--- src/pkg/srmu_pkg.sv ---
// Package of constants and types for the system register move unit
// Summary of operation
// - Bit-set forces one bit, others unchanged except the summary bits
// - Bits 1 and 2 never explicitly cleared
// - Field move copies masked nibbles from source
// - Field 0: summary and overflow from source
// - Summary set on any exception rise, except on direct field-0 moves
// - Immediate move writes only selected field and the summary bits
// - Field 0 immediate: summary, overflow from nibble
// - Record bit updates condition field one
// - Machine-state write: supervisor only, context sync
// - Register number rebuilt from swapped halves
// - Special register write copies source register
// - Number bit 4 marks supervisor targets
// - Unknown number is no-op unless privileged
// - User special register number decode
// - Supervisor special register number decode
// - Translation and implementation register decode
// - Direct segment write, supervisor only
// - Indirect segment index from index bits
// - Segment writes illegal on 64-bit
package srmu_pkg;

    // Opcode fields
    localparam logic [5:0] OP_FP = 6'h3f;
    localparam logic [5:0] OP_INT = 6'h1f;
    localparam logic [9:0] XO_FSB1 = 10'h026;
    localparam logic [9:0] XO_FSB0 = 10'h046;
    localparam logic [9:0] XO_FSF = 10'h2c7;
    localparam logic [9:0] XO_FSFI = 10'h086;
    localparam logic [9:0] XO_MST = 10'h092;
    localparam logic [9:0] XO_SPR = 10'h1d3;
    localparam logic [9:0] XO_SR = 10'h0d2;
    localparam logic [9:0] XO_SRIN = 10'h0f2;

    // Status register bit positions, little-endian index
    localparam int ESUM = 31;
    localparam int ENSUM = 30;
    localparam int INVSUM = 29;
    localparam int OVF = 28;
    localparam int UX = 27;
    localparam int ZX = 26;
    localparam int XX = 25;
    localparam int VE = 7;
    localparam int OE = 6;
    localparam int UE = 5;
    localparam int ZE = 4;
    localparam int XE = 3;
    localparam logic [31:0] EXC_MASK = 32'h1ff8_0700;
    localparam logic [31:0] INV_SUB_MASK = 32'h01f8_0700;
    localparam logic [31:0] FIELD0_MASK = 32'hf000_0000;
    localparam logic [31:0] BIT0_MASK = 32'h8000_0000;

    // Machine state
    localparam int MS_PROB = 14;
    localparam logic [31:0] MS_RST = 32'h0000_0000;
    localparam logic [31:0] FPST_RST = 32'h0000_0000;

    // Special register numbers
    localparam logic [9:0] SPR_MULQ = 10'h000;
    localparam logic [9:0] SPR_FXEX = 10'h001;
    localparam logic [9:0] SPR_CLKU = 10'h004;
    localparam logic [9:0] SPR_CLKL = 10'h005;
    localparam logic [9:0] SPR_DCR_U = 10'h006;
    localparam logic [9:0] SPR_LINK = 10'h008;
    localparam logic [9:0] SPR_COUNT = 10'h009;
    localparam logic [9:0] SPR_DSTAT = 10'h012;
    localparam logic [9:0] SPR_DADDR = 10'h013;
    localparam logic [9:0] SPR_DCR_S = 10'h016;
    localparam logic [9:0] SPR_PTB = 10'h019;
    localparam logic [9:0] SPR_SAVE0 = 10'h01a;
    localparam logic [9:0] SPR_SAVE1 = 10'h01b;
    localparam logic [9:0] SPR_SCR_LO = 10'h110;
    localparam logic [9:0] SPR_SCR_HI = 10'h113;
    localparam logic [9:0] SPR_EXTACC = 10'h11a;
    localparam logic [9:0] SPR_BT_LO = 10'h210;
    localparam logic [9:0] SPR_BT_HI = 10'h217;
    localparam logic [9:0] SPR_CHKSTOP = 10'h3f0;
    localparam logic [9:0] SPR_DBGMODE = 10'h3f1;
    localparam logic [9:0] SPR_IBRK = 10'h3f2;
    localparam logic [9:0] SPR_DBRK = 10'h3f5;
    localparam logic [9:0] SPR_PROCID = 10'h3ff;

    typedef enum logic [3:0] {
        K_NONE, K_FSB1, K_FSB0, K_FSF, K_FSFI, K_MST, K_SPR, K_SR, K_SRIN
    } srmu_kind_e;

    typedef struct packed {
        logic valid;
        logic [31:0] word;
        logic [31:0] gpr_s;
        logic [31:0] gpr_b;
        logic [31:0] fpr_low;
    } srmu_instr_s;

    typedef struct packed {
        logic we;
        logic [9:0] num;
        logic [31:0] data;
    } srmu_spr_wr_s;

    typedef struct packed {
        logic we;
        logic [3:0] idx;
        logic [31:0] data;
    } srmu_sr_wr_s;

    typedef struct packed {
        logic priv;
        logic illegal;
    } srmu_exc_s;

    typedef struct packed {
        logic [31:0] fpst;
        logic [31:0] mst;
        logic [3:0] cf1;
        logic cf1_we;
        srmu_spr_wr_s spr;
        srmu_sr_wr_s sr;
        srmu_exc_s exc;
        logic ctx_sync;
    } srmu_state_s;

endpackage

--- src/hw/srmu_move_unit.sv ---
// Execution logic for status, machine state, special and segment register moves
`timescale 1ns/1ps

module srmu_move_unit (
    input wire logic mclk,
    input wire logic rst,
    input wire logic is_64bit,
    input wire srmu_pkg::srmu_instr_s instr_in,
    output logic [31:0] fp_status_control_reg,
    output logic [31:0] machine_state_reg,
    output logic [3:0] cond_field_one,
    output logic cond_field_one_we,
    output srmu_pkg::srmu_spr_wr_s spr_write,
    output srmu_pkg::srmu_sr_wr_s sr_write,
    output srmu_pkg::srmu_exc_s program_exc,
    output logic context_sync
);

    ////////////////////////////////////////////////////////////////////////////
    // Decode helpers

    // Instruction class from primary and extended opcode
    function automatic srmu_pkg::srmu_kind_e decode_kind(input logic [31:0] w);
        srmu_pkg::srmu_kind_e k;
        k = srmu_pkg::K_NONE;
        if (w[31:26] == srmu_pkg::OP_FP) begin
            case (w[10:1])
                srmu_pkg::XO_FSB1: k = srmu_pkg::K_FSB1;
                srmu_pkg::XO_FSB0: k = srmu_pkg::K_FSB0;
                srmu_pkg::XO_FSF: k = srmu_pkg::K_FSF;
                srmu_pkg::XO_FSFI: k = srmu_pkg::K_FSFI;
                default: k = srmu_pkg::K_NONE;
            endcase
        end else if (w[31:26] == srmu_pkg::OP_INT) begin
            case (w[10:1])
                srmu_pkg::XO_MST: k = srmu_pkg::K_MST;
                srmu_pkg::XO_SPR: k = srmu_pkg::K_SPR;
                srmu_pkg::XO_SR: k = srmu_pkg::K_SR;
                srmu_pkg::XO_SRIN: k = srmu_pkg::K_SRIN;
                default: k = srmu_pkg::K_NONE;
            endcase
        end
        return k;
    endfunction

    // Special register numbers that exist on this core
    function automatic logic spr_defined(input logic [9:0] n);
        logic d;
        d = 1'b0;
        case (n)
            srmu_pkg::SPR_MULQ, srmu_pkg::SPR_FXEX, srmu_pkg::SPR_CLKU,
            srmu_pkg::SPR_CLKL, srmu_pkg::SPR_DCR_U, srmu_pkg::SPR_LINK,
            srmu_pkg::SPR_COUNT: d = 1'b1;
            srmu_pkg::SPR_DSTAT, srmu_pkg::SPR_DADDR, srmu_pkg::SPR_DCR_S,
            srmu_pkg::SPR_PTB, srmu_pkg::SPR_SAVE0, srmu_pkg::SPR_SAVE1,
            srmu_pkg::SPR_EXTACC: d = 1'b1;
            srmu_pkg::SPR_CHKSTOP, srmu_pkg::SPR_DBGMODE, srmu_pkg::SPR_IBRK,
            srmu_pkg::SPR_DBRK, srmu_pkg::SPR_PROCID: d = 1'b1;
            default: begin
                // Scratch block and translation pairs are contiguous ranges
                d = (n >= srmu_pkg::SPR_SCR_LO && n <= srmu_pkg::SPR_SCR_HI)
                    || (n >= srmu_pkg::SPR_BT_LO && n <= srmu_pkg::SPR_BT_HI);
            end
        endcase
        return d;
    endfunction

    // Summary bits and the exception-summary rule after a status change
    function automatic logic [31:0] fp_finish(input logic [31:0] old_v,
                                              input logic [31:0] raw,
                                              input logic direct_fx);
        logic [31:0] r;
        r = raw;
        if (!direct_fx && |((raw & ~old_v) & srmu_pkg::EXC_MASK)) begin
            r[srmu_pkg::ESUM] = 1'b1;
        end
        // Invalid and enabled summaries are always derived, never taken from the source
        r[srmu_pkg::INVSUM] = |(r & srmu_pkg::INV_SUB_MASK);
        r[srmu_pkg::ENSUM] = (r[srmu_pkg::INVSUM] & r[srmu_pkg::VE])
            | (r[srmu_pkg::OVF] & r[srmu_pkg::OE]) | (r[srmu_pkg::UX] & r[srmu_pkg::UE])
            | (r[srmu_pkg::ZX] & r[srmu_pkg::ZE]) | (r[srmu_pkg::XX] & r[srmu_pkg::XE]);
        return r;
    endfunction

    ////////////////////////////////////////////////////////////////////////////
    // Operand fields

    srmu_pkg::srmu_state_s st_reg;
    srmu_pkg::srmu_state_s st_next;
    srmu_pkg::srmu_kind_e kind;
    logic [31:0] w;
    logic [4:0] bit_sel;
    logic [2:0] field_sel;
    logic [3:0] nib;
    logic [7:0] fwm;
    logic [31:0] fwm_mask;
    logic [31:0] fi_mask;
    logic [31:0] bit_mask;
    logic [31:0] nib_word;
    logic [9:0] spr_num;
    logic prob;
    logic rec;

    // Instruction bit 0 is the word's msb, so fields read from the top down
    assign w = instr_in.word;
    assign kind = instr_in.valid ? decode_kind(w) : srmu_pkg::K_NONE;
    assign bit_sel = w[25:21];
    assign field_sel = w[25:23];
    assign nib = w[15:12];
    assign fwm = w[24:17];
    assign rec = w[0];
    assign spr_num = {w[15:11], w[20:16]};
    assign prob = st_reg.mst[srmu_pkg::MS_PROB];
    assign bit_mask = srmu_pkg::BIT0_MASK >> bit_sel;
    assign fi_mask = srmu_pkg::FIELD0_MASK >> {field_sel, 2'b00};
    assign nib_word = {8{nib}} & fi_mask;

    // Mask bit i, counted from the top, opens nibble i of the status register
    genvar gi;
    generate
        for (gi = 0; gi < 8; gi++) begin : g_fwm
            assign fwm_mask[31-4*gi -: 4] = {4{fwm[7-gi]}};
        end
    endgenerate

    ////////////////////////////////////////////////////////////////////////////
    // Next state

    // Pulses drop each cycle; register updates only on a taken move
    always_comb begin
        logic [31:0] fp_new;
        fp_new = st_reg.fpst;
        st_next = st_reg;
        st_next.cf1_we = 1'b0;
        st_next.spr.we = 1'b0;
        st_next.sr.we = 1'b0;
        st_next.exc = '0;
        st_next.ctx_sync = 1'b0;
        case (kind)
            srmu_pkg::K_FSB1: begin
                // Forced bit is ORed after derivation so it always reads one
                fp_new = fp_finish(st_reg.fpst, st_reg.fpst | bit_mask, 1'b0)
                    | bit_mask;
            end
            srmu_pkg::K_FSB0: begin
                if (bit_sel != 5'h01 && bit_sel != 5'h02) begin
                    fp_new = fp_finish(st_reg.fpst, st_reg.fpst & ~bit_mask, 1'b0);
                end
            end
            srmu_pkg::K_FSF: begin
                fp_new = fp_finish(st_reg.fpst,
                    (st_reg.fpst & ~fwm_mask) | (instr_in.fpr_low & fwm_mask),
                    fwm[7]);
            end
            srmu_pkg::K_FSFI: begin
                fp_new = fp_finish(st_reg.fpst,
                    (st_reg.fpst & ~fi_mask) | nib_word,
                    field_sel == 3'h0);
            end
            srmu_pkg::K_MST: begin
                if (prob) begin
                    st_next.exc.priv = 1'b1;
                end else begin
                    st_next.mst = instr_in.gpr_s;
                    st_next.ctx_sync = 1'b1;
                end
            end
            srmu_pkg::K_SPR: begin
                // Problem state plus a supervisor number faults, defined or not
                if (prob && spr_num[4]) begin
                    st_next.exc.priv = 1'b1;
                end else if (spr_defined(spr_num)) begin
                    st_next.spr.we = 1'b1;
                    st_next.spr.num = spr_num;
                    st_next.spr.data = instr_in.gpr_s;
                end
            end
            srmu_pkg::K_SR, srmu_pkg::K_SRIN: begin
                // The illegal form outranks the privilege check
                if (is_64bit) begin
                    st_next.exc.illegal = 1'b1;
                end else if (prob) begin
                    st_next.exc.priv = 1'b1;
                end else begin
                    st_next.sr.we = 1'b1;
                    st_next.sr.idx = (kind == srmu_pkg::K_SR) ? w[19:16]
                        : instr_in.gpr_b[31:28];
                    st_next.sr.data = instr_in.gpr_s;
                end
            end
            default: begin
                st_next.exc = '0;
            end
        endcase
        st_next.fpst = fp_new;
        // Condition field one mirrors the top status nibble after the move
        if (rec && (kind == srmu_pkg::K_FSB1 || kind == srmu_pkg::K_FSB0
                || kind == srmu_pkg::K_FSF || kind == srmu_pkg::K_FSFI)) begin
            st_next.cf1 = fp_new[31:28];
            st_next.cf1_we = 1'b1;
        end
    end

    // Single state register; supervisor state after reset
    always_ff @(posedge mclk or posedge rst) begin
        if (rst) begin
            st_reg <= '0;
            st_reg.fpst <= srmu_pkg::FPST_RST;
            st_reg.mst <= srmu_pkg::MS_RST;
        end else begin
            st_reg <= st_next;
        end
    end

    assign fp_status_control_reg = st_reg.fpst;
    assign machine_state_reg = st_reg.mst;
    assign cond_field_one = st_reg.cf1;
    assign cond_field_one_we = st_reg.cf1_we;
    assign spr_write = st_reg.spr;
    assign sr_write = st_reg.sr;
    assign program_exc = st_reg.exc;
    assign context_sync = st_reg.ctx_sync;
endmodule

--- config.mk ---
export PLATFORM = sky130hd
export DESIGN_NAME = srmu_move_unit
export DESIGN_NICKNAME = d
export VERILOG_FILES = /design/src/pkg/srmu_pkg.sv /design/src/hw/srmu_move_unit.sv
export SDC_FILE = /design/constraint.sdc
export NUM_CORES = 1
export LEC_CHECK = 0
export BUFFER_PORTS_ARGS = -buffer_cell sky130_fd_sc_hd__buf_2
export CORE_UTILIZATION = 30
export DETAILED_ROUTE_END_ITERATION = 8
export MAX_ROUTING_LAYER = met4
export SETUP_SLACK_MARGIN = 0.1
export SYNTH_ARGS = -nofsm -noshare
export SYNTH_HDL_FRONTEND = slang
export SYNTH_SLANG_ARGS = --single-unit
--- constraint.sdc ---
create_clock -name mclk -period 4.19 [get_ports mclk]
set_input_delay 0.2095 -clock mclk [delete_from_list [all_inputs] [get_ports mclk]]
set_output_delay 0.2095 -clock mclk [all_outputs]
set_load 0.005 [all_outputs]
==> results.yml <==
outcome:
  status: "completed"
hold_path:
  hold_class: "primary input to flip-flop"
pwr:
  pwr_density_cell_nw_per_um2: 295
  total_power_w: 0.00328
  ir_drop_mv: 0.240
  power.leakage_nw: 5.50
final_layout:
  n_fill_cell: 2918
  final_cells: 1534
  layout-drive-gt1-share_pct: 37.8
  nNetsFinal: 1267
  area_growth_pct: 25.5
  largest_register_ffs: 43
synth:
  synth.distinct_cells: 75
  synth_area_um2: 8850
  synth_flop_cell: "dfrtp_1"
  syn-instance-count: 902
  ys_seq_area_share_pct: 43.0
  syn_nets: 1034
  synth_edf_count: 0
  async_reset_ff_share_pct: 100
  synth-seq-cells: 152
  syn_avg_cell_area_um2: 9.81
  yosysWarnings: 0
global_route:
  grt_use_total_pct: 23.7
  busiest_layer: "met2"
  gr-usage-met3_pct: 7.37
  use_met2_pct: 35.9
  grt_pass1_wl_mm: 53.2
  grt-ovfl-total: 0
  antenna_found_initial: 4
  grt_pass1_vias: 8766
  grt_max_degree: 94
  use_met1_pct: 29.9
timing:
  setup_tns_ns: 0
  worst_hold_slack_ns: 0.0288
  relSlewSlack_pct: 30.9
  rsz0062_at_grt: "false"
  finalMaxSlewViolations: 0
  setup_viol: 0
  tightest_slew_ns: 1.01
  hold_violations: 0
  fin_crit_ns: 2.94
  fmax_mhz: 340
  finalCritPeriodShare_pct: 70.2
  setup_slack_ns: 1.25
  skew_ns: 0.0148
clock_network:
  clk_latency_ns: 0.43
  path_clk_slew_ns: 0.08
  clock_path_buffers: 2
  cts-root-buf: "clkbuf_16"
  numClockSinks: 152
  post-cts-setup-buffers: 0
  cts_resized: 0
  hold_buffers: 2
  cts_buffers: 17
  htree_levels: 4
  tritoncts: "built"
detailed_routing:
  postRouteAntennaNets: 0
  drc_errors: 0
  routed_via_density: 5.66
  totalWireLength_mm: 34.9
  drt_first_pass_iters: 5
  vias: 8680
  wl_per_cell_um: 22.8
  drtIter0Drc: 867
critical_path:
  crit_fanout: 7
  end_kind: "flip-flop"
  r2r_slack_ns: 1.25
  critPathSlowestCell: "nor3b_1"
  crit_chain: "or4_1 -> o22ai_1 -> nor3b_1 -> o21a_1 -> o32ai_1 -> nor3_1 -> a31oi_1"
  start_kind: "flip-flop"
  crit_type: "flip-flop to flip-flop"
  required_ns: 4.47
  worstPathArrival_ns: 3.22
  worst_path_largest_cell_delay_ns: 0.72
place:
  dp_cells: 1498
  place.gp.congestion: 0.994
  dp_slack_ns: 0.983
  io_buffers: 253
  hpwlAfterDp_mm: 25.4
die:
  ios: 284
  die_h_um: 174
  num_rows: 62
  coreArea_um2: 28900
  die_area_um2: 30200
  initial_core_util_pct: 30.7
  die_x_um: 174
flow_run:
  drv_cap: 0
final cells by class:
cell class | instances | area (um^2) | area share [%]
sequential | 152 | 3800 | 34.2
timing repair buffer | 282 | 1510 | 13.6
antenna | 4 | 10.0 | 0.0901
multi-input combinational | 657 | 4640 | 41.8
clock inverter | 11 | 118 | 1.06
clock buffer | 19 | 443 | 3.99
inverter | 25 | 97.6 | 0.878
tap | 384 | 480 | 4.32
metrics by stage:
| step | cell area, um^2 | util, % |
|---|---|---|
| after global placement | 10500 | 36.5 |
| after global routing | 11100 | 38.5 |
| after CTS | 11100 | 38.5 |
| after floorplan | 8860 | - |
| after detailed placement | 10500 | 36.5 |
| final | 11100 | 38.5 |
worst paths after layout:
kind | startpoint | to | cells past startpoint
min | instr_in[89] | sr_write[25] | 2
max | fp_status_control_reg[23] | cond_field_one[2] | 7
max in group asynchronous | rst | fp_status_control_reg[18] | 4
max reg2reg | fp_status_control_reg[23] | cond_field_one[2] | 7
min in group asynchronous | rst | sr_write[13] | 4
min reg2reg | sr_write[25] | sr_write[25] | 1
synth_stat cells (4+ instances only):
| library cell | count | area share (%) |
|---|---|---|
| mux2_2 | 103 | 13 |
| inv_1 | 25 | 1.1 |
| nor3b_1 | 4 | 0.34 |
| o211ai_1 | 7 | 0.59 |
| o21a_1 | 4 | 0.34 |
| o22ai_1 | 25 | 1.8 |
| o31ai_1 | 8 | 0.68 |
| or3_1 | 7 | 0.49 |
| a31oi_1 | 22 | 1.6 |
| a21o_1 | 6 | 0.51 |
| nand4_1 | 11 | 0.78 |
| buf_1 | 4 | 0.17 |
| and2_1 | 8 | 0.57 |
| o221ai_1 | 7 | 0.69 |
| nor2_1 | 57 | 2.4 |
| nand2b_1 | 7 | 0.49 |
| o21ai_0 | 45 | 2.5 |
| nor3_1 | 19 | 1.1 |
| and3_1 | 7 | 0.49 |
| a21oi_1 | 43 | 2.4 |
| nand4bb_1 | 4 | 0.51 |
| a211oi_1 | 7 | 0.59 |
| buf_4 | 9 | 0.76 |
| nor2b_1 | 8 | 0.57 |
| nand3b_1 | 6 | 0.51 |
| o32ai_1 | 5 | 0.49 |
| a2111oi_0 | 4 | 0.40 |
| o22a_1 | 6 | 0.59 |
| dfrtp_1 | 152 | 43 |
| nor4b_1 | 4 | 0.40 |
| a32oi_1 | 9 | 0.89 |
| a22oi_1 | 11 | 0.93 |
| buf_2 | 6 | 0.34 |
| mux2i_1 | 29 | 3.3 |
| nand3_1 | 34 | 1.9 |
| clkbuf_1 | 47 | 2.0 |
| a221oi_1 | 7 | 0.69 |
| or2_2 | 6 | 0.42 |
| nand2_1 | 68 | 2.9 |
| nor4_1 | 7 | 0.49 |
worst max-delay path, delay by kind of cell (launching register included):
| kind | cells | cell delay (ns) |
|---|---|---|
| compound gates | 4 | 0.68 |
| flops | 1 | 0.52 |
| simple gates | 3 | 1.58 |
where the power goes:
part	internal (W)	switching (W)	total [W]
sequential	0.00147	0.000000867	0.00147
combinational	0.0000945	0.000194	0.000288
clock	0.000842	0.000679	0.00152
total	0.00240	0.000873	0.00328
layer usage:
metal	wire length [um]	part of all wire (%)
met1	14600	42
met2	15900	46
met3	3650	10
met4	757	2.2
met5	0	0
cell families (layout without fill, tap and decap cells):
kind of cell / after synthesis / count (layout) / synth area share [%]
adders and majority gates: 1 / 1 / 0.113
DFF: 152 / 152 / 43.0
buffers and inverters: 93 / 337 / 4.58
and+or+nand+nor: 282 / 282 / 17.5
AOI/OAI and AO/OA: 237 / 237 / 17.9
xor gates and xnor gates: 2 / 2 / 0.198
other: 0 / 4 / 0
muxes: 135 / 135 / 16.8
cells in the final DEF, fill, tap and decap left out, drive strengths merged, types with 19 or more instances in the layout:
cell	instances
nand2	68
inv	29
nor3	19
nand3	34
buf	280
o22ai	25
a31oi	22
o21ai	45
dfrtp	152
mux2	106
a21oi	43
nor2	57
clkbuf	19
mux2i	29
(Power assumes the default switching activity.)
